[config.mk]
export PLATFORM = sky130hd
export DESIGN_NAME = ddsl_top
export DESIGN_NICKNAME = d
export VERILOG_FILES = /design/src/logic/ddsl_segdec.v /design/src/logic/ddsl_sync.v /design/src/logic/ddsl_top.v
export VERILOG_INCLUDE_DIRS = /design/src /design/src/logic
export SDC_FILE = /design/constraint.sdc
export NUM_CORES = 1
export LEC_CHECK = 0
export BUFFER_PORTS_ARGS = -buffer_cell sky130_fd_sc_hd__buf_4
export CAP_MARGIN = 25
export CORE_MARGIN = 2
export CORE_UTILIZATION = 50
export DETAILED_ROUTE_END_ITERATION = 6
export PLACE_DENSITY = 0.84
export SLEW_MARGIN = 20
export SYNTH_ARGS = -nofsm -noshare
export SYNTH_HDL_FRONTEND = slang
export SYNTH_SLANG_ARGS = --single-unit
export TNS_END_PERCENT = 20
[constraint.sdc]
create_clock -name clk -period 2.19 [get_ports clk]
set_input_delay 0.3285 -clock clk [delete_from_list [all_inputs] [get_ports clk]]
set_output_delay 0.3285 -clock clk [all_outputs]
set_load 0.02 [all_outputs]
[src/logic/ddsl_defs.vh]
// constants for the dual converter serial load interface
`ifndef DDSL_DEFS_VH
`define DDSL_DEFS_VH
`define DDSL_WORD_BITS    24
`define DDSL_DATA_BITS    16
`define DDSL_CNT_BITS     6
`define DDSL_RW_BIT       23
`define DDSL_TGT_HI       21
`define DDSL_TGT_LO       19
`define DDSL_CH_HI        18
`define DDSL_CH_LO        16
`define DDSL_TGT_FUNC     3'h0
`define DDSL_TGT_DATA     3'h2
`define DDSL_TGT_COARSE   3'h3
`define DDSL_TGT_FINE     3'h4
`define DDSL_FUNC_CLEAR   3'h4
`define DDSL_ZERO_CODE    16'h0000
`define DDSL_OB_ZERO      16'h8000
`define DDSL_SEG_BITS     4
`define DDSL_SEG_SW       15
`define DDSL_LADDER_BITS  12
`endif

[src/logic/ddsl_segdec.v]
// thermometer decode of the upper data bits into segment switches
`timescale 1ns/1ps
`default_nettype none
`include "ddsl_defs.vh"
module ddsl_segdec
(
  // code from a dac register
  input  wire [`DDSL_DATA_BITS-1:0]  code,
  // segment and ladder switch controls
  output wire [`DDSL_SEG_SW-1:0]     seg_sw,
  output wire [`DDSL_LADDER_BITS-1:0] ladder_sw
);
  wire [`DDSL_SEG_BITS-1:0] top;
  assign top = code[`DDSL_DATA_BITS-1:`DDSL_LADDER_BITS];
  genvar i;
  generate
    for (i = 0; i < `DDSL_SEG_SW; i = i + 1)
    begin : g_seg
      assign seg_sw[i] = (top > i);
    end
  endgenerate
  assign ladder_sw = code[`DDSL_LADDER_BITS-1:0];
endmodule // ddsl_segdec
`default_nettype wire

[src/logic/ddsl_sync.v]
// two-flop synchroniser for a single pin level
`timescale 1ns/1ps
`default_nettype none
module ddsl_sync
(
  // clock and reset
  input  wire clk,
  input  wire reset,
  // pin level and synchronised copy
  input  wire din,
  output wire dout
);
  reg meta_reg;
  reg sync_reg;
  always @(posedge clk)
  begin
    if (reset)
    begin
      meta_reg <= 1'b0;
      sync_reg <= 1'b0;
    end
    else
    begin
      meta_reg <= din;
      sync_reg <= meta_reg;
    end
  end
  assign dout = sync_reg;
endmodule // ddsl_sync
`default_nettype wire

[src/logic/ddsl_top.v]
// serial load interface of the dual converter
`timescale 1ns/1ps
`default_nettype none
`include "ddsl_defs.vh"
module ddsl_top
#(
  parameter CHANNELS = 2
)
(
  // clock and reset
  input  wire                          clk,
  input  wire                          reset,
  // serial link pins
  input  wire                          shift_clock,
  input  wire                          frame_select_n,
  input  wire                          serial_in_pin,
  output reg                           serial_out_pin,
  // control pins
  input  wire                          load_outputs_n,
  input  wire                          async_zero_pin,
  input  wire                          coding_select_pin,
  input  wire                          daisy_chain_en,
  // converter side
  output reg                           outputs_clamped,
  output wire [CHANNELS*16-1:0]        dac_code,
  output wire [CHANNELS*15-1:0]        dac_seg_sw,
  output wire [CHANNELS*12-1:0]        dac_ladder_sw,
  output reg  [CHANNELS*16-1:0]        coarse_gain,
  output reg  [CHANNELS*16-1:0]        fine_gain,
  output reg  [`DDSL_DATA_BITS-1:0]    function_reg,
  output reg                           word_error
);
  wire sck_s;
  wire fs_n_s;
  wire sdi_s;
  wire ld_n_s;
  wire zero_n_s;
  ddsl_sync u_s0 (
    .clk   (clk),
    .reset (reset),
    .din   (shift_clock),
    .dout  (sck_s)
  );
  ddsl_sync u_s1 (
    .clk   (clk),
    .reset (reset),
    .din   (~frame_select_n),
    .dout  (fs_n_s)
  );
  ddsl_sync u_s2 (
    .clk   (clk),
    .reset (reset),
    .din   (serial_in_pin),
    .dout  (sdi_s)
  );
  ddsl_sync u_s3 (
    .clk   (clk),
    .reset (reset),
    .din   (~load_outputs_n),
    .dout  (ld_n_s)
  );
  ddsl_sync u_s4 (
    .clk   (clk),
    .reset (reset),
    .din   (~async_zero_pin),
    .dout  (zero_n_s)
  );
  // coding pin only changes the analog meaning of a code,
  // so the register side never reads it

  // active-high copies after synchronising
  wire frame_on;
  wire load_on;
  wire zero_on;
  assign frame_on = fs_n_s;
  assign load_on  = ld_n_s;
  assign zero_on  = zero_n_s;

  reg sck_d_reg;
  reg frame_d_reg;
  reg load_d_reg;
  reg zero_d_reg;
  always @(posedge clk)
  begin
    if (reset)
    begin
      sck_d_reg   <= 1'b0;
      frame_d_reg <= 1'b0;
      load_d_reg  <= 1'b0;
      zero_d_reg  <= 1'b0;
    end
    else
    begin
      sck_d_reg   <= sck_s;
      frame_d_reg <= frame_on;
      load_d_reg  <= load_on;
      zero_d_reg  <= zero_on;
    end
  end
  wire sck_fall;
  wire sck_rise;
  wire frame_start;
  wire frame_end;
  wire load_fall;
  wire zero_fall;
  assign sck_fall    = sck_d_reg & ~sck_s;
  assign sck_rise    = ~sck_d_reg & sck_s;
  assign frame_start = frame_on & ~frame_d_reg;
  assign frame_end   = ~frame_on & frame_d_reg;
  assign load_fall   = load_on & ~load_d_reg;
  assign zero_fall   = zero_on & ~zero_d_reg;

  reg [`DDSL_WORD_BITS-1:0] shift_reg;
  reg [`DDSL_CNT_BITS-1:0]  count_reg;
  reg                       out_bit_reg;
  reg                       read_pend_reg;
  reg [`DDSL_DATA_BITS-1:0] read_data_reg;
  wire [`DDSL_CNT_BITS-1:0] word_bits;
  wire [31:0]               word_bits_full;
  assign word_bits_full = `DDSL_WORD_BITS;
  assign word_bits      = word_bits_full[`DDSL_CNT_BITS-1:0];

  // shift engine in the system clock domain
  always @(posedge clk)
  begin
    if (reset)
    begin
      shift_reg      <= {`DDSL_WORD_BITS{1'b0}};
      count_reg      <= {`DDSL_CNT_BITS{1'b0}};
      out_bit_reg    <= 1'b0;
      serial_out_pin <= 1'b0;
    end
    else if (frame_start)
    begin
      count_reg <= {`DDSL_CNT_BITS{1'b0}};
      if (read_pend_reg)
      begin
        shift_reg      <= {read_data_reg, {(`DDSL_WORD_BITS-16){1'b0}}};
        serial_out_pin <= read_data_reg[`DDSL_DATA_BITS-1];
      end
    end
    else if (frame_on)
    begin
      if (sck_fall)
      begin
        shift_reg   <= {shift_reg[`DDSL_WORD_BITS-2:0], sdi_s};
        // next bit out is the
        // new msb, so the chain delay is exactly one word
        out_bit_reg <= shift_reg[`DDSL_WORD_BITS-2];
        if (count_reg != {`DDSL_CNT_BITS{1'b1}})
          count_reg <= count_reg + 1'b1;
      end
      if (sck_rise)
        serial_out_pin <= out_bit_reg;
    end
  end

  // word validity: exact count, or any count of at least one word when chained
  wire count_ok;
  assign count_ok = daisy_chain_en ? (count_reg >= word_bits)
                                   : (count_reg == word_bits);
  wire                      commit;
  wire [2:0]                tgt;
  wire [2:0]                chan;
  wire [`DDSL_DATA_BITS-1:0] wdata;
  wire                      rd;
  assign commit = frame_end & count_ok;
  assign tgt    = shift_reg[`DDSL_TGT_HI:`DDSL_TGT_LO];
  assign chan   = shift_reg[`DDSL_CH_HI:`DDSL_CH_LO];
  assign wdata  = shift_reg[`DDSL_DATA_BITS-1:0];
  assign rd     = shift_reg[`DDSL_RW_BIT];

  reg [CHANNELS*16-1:0] input_reg;
  reg [CHANNELS*16-1:0] dac_reg;
  reg                   ld_during_reg;
  wire [`DDSL_DATA_BITS-1:0] clear_code;
  // zero code in either coding
  // 0 V or negative full scale follows from the pin outside
  assign clear_code = `DDSL_ZERO_CODE;
  wire soft_clear;
  assign soft_clear = commit & ~rd & (tgt == `DDSL_TGT_FUNC)
                      & (chan == `DDSL_FUNC_CLEAR);
  integer k;
  always @(posedge clk)
  begin
    if (reset)
    begin
      input_reg       <= {CHANNELS*16{1'b0}};
      dac_reg         <= {CHANNELS*16{1'b0}};
      coarse_gain     <= {CHANNELS*16{1'b0}};
      fine_gain       <= {CHANNELS*16{1'b0}};
      function_reg    <= `DDSL_ZERO_CODE;
      outputs_clamped <= 1'b1;
      ld_during_reg   <= 1'b0;
      read_pend_reg   <= 1'b0;
      read_data_reg   <= `DDSL_ZERO_CODE;
      word_error      <= 1'b0;
    end
    else
    begin
      if (frame_start)
        ld_during_reg <= load_on;
      if (frame_end)
        word_error <= ~count_ok;
      if (commit)
      begin
        read_pend_reg <= rd;
        for (k = 0; k < CHANNELS; k = k + 1)
        begin
          if (chan == k)
          begin
            if (rd)
              case (tgt)
                `DDSL_TGT_DATA:   read_data_reg <= input_reg[k*16 +: 16];
                `DDSL_TGT_COARSE: read_data_reg <= coarse_gain[k*16 +: 16];
                `DDSL_TGT_FINE:   read_data_reg <= fine_gain[k*16 +: 16];
                default:          read_data_reg <= function_reg;
              endcase
            else
              case (tgt)
                `DDSL_TGT_DATA:
                begin
                  input_reg[k*16 +: 16] <= wdata;
                  if (ld_during_reg & load_on)
                  begin
                    dac_reg[k*16 +: 16] <= wdata;
                    outputs_clamped     <= 1'b0;
                  end
                end
                `DDSL_TGT_COARSE: coarse_gain[k*16 +: 16] <= wdata;
                `DDSL_TGT_FINE:   fine_gain[k*16 +: 16]   <= wdata;
                default:          ;
              endcase
          end
        end
        if (~rd & (tgt == `DDSL_TGT_FUNC) & ~soft_clear)
          function_reg <= wdata;
      end
      if (zero_fall | soft_clear)
      begin
        dac_reg         <= {CHANNELS{clear_code}};
        input_reg       <= {CHANNELS{clear_code}};
        outputs_clamped <= 1'b0;
      end
      else if (load_fall & ~frame_on)
      begin
        dac_reg         <= input_reg;
        outputs_clamped <= 1'b0;
      end
    end
  end

  // per-channel segment decode
  genvar g;
  generate
    for (g = 0; g < CHANNELS; g = g + 1)
    begin : g_ch
      assign dac_code[g*16 +: 16] = dac_reg[g*16 +: 16];
      ddsl_segdec u_dec (
        .code      (dac_reg[g*16 +: 16]),
        .seg_sw    (dac_seg_sw[g*15 +: 15]),
        .ladder_sw (dac_ladder_sw[g*12 +: 12])
      );
    end
  endgenerate
endmodule // ddsl_top
`default_nettype wire

==> results by group, run 1 <==
Run status
  • Run status: finished clean

Route
  • Wirelength per Cell: approximately 22 um
  • Avg Vias per Cell: 6.512
  • Post-Route WL: approximately 37,000 um
  • First-pass detailed-route iteration total: 6
  • DRC: 0
  • DR vias: 10.99k
  • Final ANT Viol Nets: 0
  • Drt initial violations: around 1.4k

Clocking
  • Clock transition at path regs: 0.06 ns
  • CTS Sinks: 210
  • Clk_lat worst skew: about 0.51 ns
  • CTS Buffer Depth: 3
  • TritonCTS clock tree: yes
  • CTS buffer count: 21
  • H-tree depth: 1
  • Root Driver: clkbuf_16

Layout
  • Area Overhead vs Synth: 22.48%
  • Final instance area: 0.01269 mm2
  • Share of post-route cells with drive strength above 1: a little over a fifth
  • Final net count: between 1k and 1.5k
  • Ant diodes: 0

Die
  • I/O pin count: roughly 180
  • DIE HEIGHT: 148.0 um
  • Core Box Area: around 0.020 mm2
  • Row count: 52
  • Die X: around 150 um
  • Initial core utilization: approximately half
  • Die ar.: between 0.02 and 0.025 mm2

STA
  • Slew headroom: between 50% and 60%
  • Final setup viols: 0
  • Final hold vios: 0
  • Clk_skew: around 0.014 ns
  • Worst Hold Margin: 0.03830 ns
  • F_max: around 470 MHz
  • Final TNS setup: 0 ns
  • Minimum clock period: between 2 and 2.5 ns
  • Final period utilization: 97.05%
  • RSZ-0062 raised after global routing: yes
  • Worst Max-Slew Pin Slew: slightly below 0.7 ns
  • Pins Over Slew Limit: 0

GRT
  • First-pass GRT wire length: ~56,000 um
  • Antenna violations before repair: 1
  • Remaining global-route overflow: 0
  • Largest net degree at the start of global routing: 100
  • Vias in the first global route: 9,562
  • Gr usage total: 31.90%

Place
  • HPWL Detailed: roughly 25,000 um
  • GPL Wtd Cong: between 0.9 and 1
  • DP Area: between 0.01 and 0.015 mm2
  • Buffers added on ports: 176

Synthesis
  • Avg Cell Area, Syn: roughly 7.9 um2
  • Post-synthesis adder-cell area fraction: less than 1%
  • Seq cells post-synth: between 200 and 250
  • Post-synth EDFFs: 0
  • Post-Syn Nets: approximately 1.3k
  • Largest family of logic cells by synthesized area: compound AO/OA/AOI/OAI gates
  • Synth Flop Type: dfxtp_1
  • Part of the Yosys area used for sequential elements: 40.57%
  • XOR/XNOR Fraction of Synth Area: less than 1%
  • Synth Area in Compound Gates: 26.64%
  • Post-Synthesis Cell Area: around 0.010 mm2
  • Synth Instances: 1,315
  • Post-synthesis mux area share: 1.739%
  • YS warnings: 0
  • Netlist cell types: 65
  • Asr flop ratio synth: 0%
  • Simple-gate share of the synthesized area: 22.42%

Critical path
  • Startpoint Class: flip-flop
  • CP Capture Type: flip-flop
  • CP required: 2.63 ns
  • Crit-path max FO: 34
  • CP Class: flip-flop to flip-flop
  • Arr. time, crit path: around 2.6 ns

Job
  • Max-cap violations: 0

Power and ir drop
  • PwrDens: 582.5 mW/mm2
  • Design Power: approximately 7400 uW
  • Pleak: roughly 0.0046 uW
  • Peak VDD IR: between 0.4 and 0.5 mV

Min path
  • Hold Path Class: input port to flip-flop
[timing repair]
action,4_1_cts,5_1_grt
endpoints found under the hold margin,3,0
gates resized for setup,2,4
buffers inserted,0,1
pin swaps,0,1
endpoints found under the setup margin,23,105
hold buffers,3,0
[through the flow]
stage	worst slack, ns	util [%]	cells
2_1_floorplan	0.03109	-	1315
3_3_place_gp	0.04392	59.18	1650
3_5_place_dp	-0.06250	59.18	1650
4_1_cts	0.009560	62.42	1686
5_1_grt	-0.01520	62.52	1687
6_report	0.06466	62.52	1687
[per-layer routing]
layer  track usage [%]  vias up  share of wire [%]
li1                  -     4932                  -
met1             44.50     5139                 39
met2             47.62      776                 43
met3             5.710      136                 13
met4             15.67        2                5.8
met5                 0        -              0.047
[path summary, 6_finish.rpt]
path,startpoint,to,slack (ns),cells past startpoint
worst min register to register,u_s0.meta_reg,u_s0.dout,0.44,1
worst max-delay path,shift_reg[23],dac_code[13],0.06,6
worst min-delay path,shift_clock,u_s0.meta_reg,0.04,2
worst max register to register,shift_reg[23],dac_code[13],0.06,6
[synth_stat cells (8+ instances only)]
cell        n  area share, %
nand4_1    16           0.97
nand2_1    66            2.4
and3_1     47            2.8
a221oi_1   15            1.3
a311oi_1   14            1.2
buf_4      24            1.7
o211ai_1   18            1.3
dfxtp_1   210             41
a21oi_1   157            7.6
a32oi_1    10           0.85
o21ai_1    43            2.1
buf_1      10           0.36
nand2b_1   34            2.1
nor4b_1    17            1.4
o21ai_0   117            5.7
a22o_1      8           0.68
a211oi_1   21            1.5
nand3_1   122            5.9
nor2_1     58            2.1
inv_1      10           0.36
a31oi_1    23            1.4
mux2i_1    18            1.7
clkbuf_1  135            4.9
nor2b_1    32            1.9
[placed cells by master, fill, tap and decap left out, types with 21 or more instances in the layout]
cell type / count
a31oi_1: 23
clkbuf_16: 21
buf_4: 230
nor2_1: 58
a21oi_1: 157
nand2_1: 66
o21ai_1: 43
nand2b_1: 34
o21ai_0: 117
nand3_1: 122
nor2b_1: 30
and3_1: 47
dfxtp_1: 209
a211oi_1: 21
[layout make-up]
cell class | count | area (um2)
fillers | 1729 | 7607
flip-flops and latches | 210 | 4205
multi-input cells | 915 | 5444
clock buffers | 29 | 595.6
clock inverters | 4 | 20.02
inverters | 11 | 41.29
well taps | 270 | 337.8
repair buffers | 248 | 2048
[report_power, final]
group | switching (uW) | internal, uW
logic | 125 | 54.6
registers | 9.92 | 3830
clock network | 1490 | 1880
total | 1630 | 5770
[logic make-up (layout without fill, tap and decap cells)]
logic type                 after synthesis  in the layout
AOI/OAI and AO/OA                      462            462
and+or+nand+nor                        429            429
DFF                                    210            210
buffers and inverters                  190            292
muxes                                   18             18
xor gates and xnor gates                 4              4
adders and majority gates                2              2
[worst max-delay path, cell delays in order, from the launching register on]
cell and delay, ns:
dfxtp_1 0.36, or4b_1 0.58, buf_4 0.27, nor4_4 0.29, buf_12 0.23, a32oi_1 0.16
a21oi_1 0.17
No activity file was read; power rests on OpenSTA's default activity.
==> run 2: changes to the inputs <==
Settings changed: RECOVER_POWER from default to 25.
==> run 2 against run 1 <==
  * Cell count stayed put
  * Critical endpoint unchanged
  * Power fell by 0.18%
  * Utilization is 1.5 points lower
  * Highest routed layer unchanged
  * Global-route usage unchanged
  * Sequential power about the same
==> results by group, run 2 (same netlist as run 1, synthesis figures left out) <==
Run status
  • Run status: finished clean

Power and ir drop
  • Design Power: 7380 uW (-0.18%)
  • Pleak: 0.004311 uW (-7.3%)
  • Comb pwr share: 2.4% (about the same)
  • Switch share: 21.91% (-0.076 points)
  • Clk pwr share: 45.6% (about the same)
  • PwrDens: 595.9 mW/mm2 (+2.3%)
  • Sw Pwr: 1617 uW (-0.53%)
  • Cell-internal power: 5763 uW (about the same)
  • Peak VDD IR: 0.4837 mV (-0.18%)
  • Reg power frac: 52.1% (about the same)

Clocking
  • CTS buffer count: 21 (unchanged)
  • H-tree depth: 1 (unchanged)
  • Root Driver: clkbuf_16
  • Clock transition at path regs: 0.06 ns (about the same)
  • CTS Buffer Depth: 3 (unchanged)
  • CTS Sinks: 210 (unchanged)
  • TritonCTS clock tree: yes
  • Clk_lat worst skew: 0.51 ns (about the same)

Die
  • DIE HEIGHT: 148.0 um (unchanged)
  • Core Box Area: 0.02030 mm2 (unchanged)
  • Die ar.: 0.02189 mm2 (unchanged)
  • Initial core utilization: 51.05% (unchanged)
  • Row count: 52 (unchanged)
  • Die X: 148.0 um (unchanged)
  • I/O pin count: 178 (unchanged)

Route
  • Wirelength per Cell: 21.60 um (-0.22%)
  • First-pass detailed-route iteration total: 5 (-1)
  • DRC: 0 (unchanged)
  • Post-Route WL: 36,430 um (-0.22%)
  • DR vias: 10.98k (-0.082%)
  • Final ANT Viol Nets: 0 (unchanged)
  • Drt initial violations: 1,453 (+2.9%)
  • Avg Vias per Cell: 6.506 (about the same)

GRT
  • GR Util met2: 47.62% (unchanged)
  • Gr busiest metal: met2
  • Gr usage total: 31.90% (unchanged)
  • Vias in the first global route: 9,562 (unchanged)
  • Antenna violations before repair: 1 (unchanged)
  • Largest net degree at the start of global routing: 100 (unchanged)
  • First-pass GRT wire length: 55,520 um (unchanged)
  • Grt met3 use: 5.710% (unchanged)
  • Met1 Use GR: 44.50% (unchanged)
  • Remaining global-route overflow: 0 (unchanged)

Layout
  • Commonest non-fill, non-tap cells in the layout: 209 x dfxtp_1, 157 x a21oi_1, 151 x buf_4
  • Final net count: 1,418 (unchanged)
  • Area Overhead vs Synth: 19.51%
  • Finished Core Util: 61.01% (-1.5 points)
  • Share of post-route cells with drive strength above 1: 15.67% (-5.5 points)
  • Layout filler cell count: 1,823 (+5.4%)
  • Ant diodes: 0 (unchanged)
  • Most common cell after layout, fill and taps aside: dfxtp_1
  • Final instance area: 0.01238 mm2 (-2.4%)
  • Non-filler cells, final: 1,687 (unchanged)

Critical path
  • Cells on worst reg2reg path: 6 (unchanged)
  • Startpoint Class: flip-flop
  • FF-to-FF End: dac_code[13]
  • Crit-path max FO: 34 (unchanged)
  • Reg2Reg Setup Slack: 0.06 ns (about the same)
  • CP Class: flip-flop to flip-flop
  • Reg2Reg Launch Point: shift_reg[23]
  • CP required: 2.63 ns (about the same)
  • CP Capture Type: flip-flop
  • Arr. time, crit path: 2.56 ns (about the same)

Place
  • GPL Wtd Cong: 0.9894 (unchanged)
  • Buffers added on ports: 176 (unchanged)
  • Post-Place Cells: 1,650 (unchanged)
  • DP Area: 0.01201 mm2 (unchanged)
  • HPWL Detailed: 24,670 um (unchanged)

Job
  • Max-cap violations: 0 (unchanged)

Min path
  • Hold Startpoint: shift_clock
  • Hold Crit Depth: 2 (unchanged)
  • Hold Path Class: input port to flip-flop
  • WHS Endpoint: u_s0.meta_reg

STA
  • RSZ-0062 raised after global routing: yes
  • Final setup viols: 0 (unchanged)
  • Worst Max-Slew Pin Slew: 1.120 ns (+0.4241 ns)
  • Pins Over Slew Limit: 0 (unchanged)
  • F_max: 470.2 MHz (about the same)
  • Clk_skew: 0.01255 ns (-0.001307 ns)
  • Minimum clock period: 2.127 ns (+0.001378 ns)
  • Slew headroom: 25.36% (-28 points)
  • Final period utilization: 97.11% (about the same)
  • Final TNS setup: 0 ns (unchanged)
  • Final hold vios: 0 (unchanged)
run 2: cell types whose count changed in the layout (fill, tap and decap cells not counted):
| cell | previous run | this run |
|---|---|---|
| buf_12 | 14 | 13 |
| buf_4 | 230 | 151 |
| clkbuf_1 | 4 | 82 |
| clkbuf_2 | 0 | 1 |
| clkbuf_4 | 0 | 1 |
run 2: how the worst max path moves through the flow:
stage | startpoint | to | slack, ns
2_1_floorplan | shift_reg[19] | dac_code[10] | 0.03
3_3_place_gp | shift_reg[23] | read_data_reg[11] | 0.04
3_5_place_dp | shift_reg[23] | read_data_reg[3] | -0.06
4_1_cts | count_reg[0] | input_reg[20] | 0.01
5_1_grt | shift_reg[23] | dac_code[23] | -0.02
6_report | shift_reg[23] | dac_code[13] | 0.06
run 2: worst max-delay path, cell delays in order, from the launching register on:
cell	delay (ns)
dfxtp_1	0.36
or4b_1	0.58
buf_4	0.27
nor4_4	0.29
buf_12	0.22
a32oi_1	0.16
a21oi_1	0.17
run 2: stage by stage:
step	hold WS, ns	worst slack, ns
after floorplan	0.3952	0.03109
after global routing	0.05279	-0.01520
after detailed placement	0.4260	-0.06250
after global placement	0.4213	0.04392
final	0.03882	0.06328
after CTS	0.03337	0.009560
run 2: per-layer routing:
layer / wire length [um] / part of all wire [%] / vias up
met5: 18 / 0.049 / -
met1: 14330 / 39 / 5162
met2: 15600 / 43 / 747
met4: 2097 / 5.8 / 2
li1: - / - / 4934
met3: 4391 / 12 / 131
run 2: repair_timing:
item	CTS	global route
resized for setup	2	4
endpoints found under the setup margin	23	105
buffers inserted	0	1
pin swaps	0	1
hold buffers	3	0
endpoints found under the hold margin	3	0
run 2: power by group through the flow:
stage	combinational, uW	clock [uW]	sequential [uW]
2_1_floorplan	113	0	3930
3_3_place_gp	168	0	3930
3_5_place_dp	170	0	3930
4_1_cts	175	3360	3840
5_1_grt	184	3550	3840
6_report	174	3360	3840
run 2: cell type report:
| class | instances | area (um2) | share of cell area, % |
|---|---|---|---|
| Timing Repair Buffer | 248 | 1740 | 14.05 |
| Clock buffer | 29 | 595.6 | 4.809 |
| Inverter | 11 | 41.29 | 0.3334 |
| Sequential cell | 210 | 4205 | 33.96 |
| Clock inverter | 4 | 20.02 | 0.1616 |
| Tap cell | 270 | 337.8 | 2.728 |
| Multi-Input combinational cell | 915 | 5444 | 43.96 |
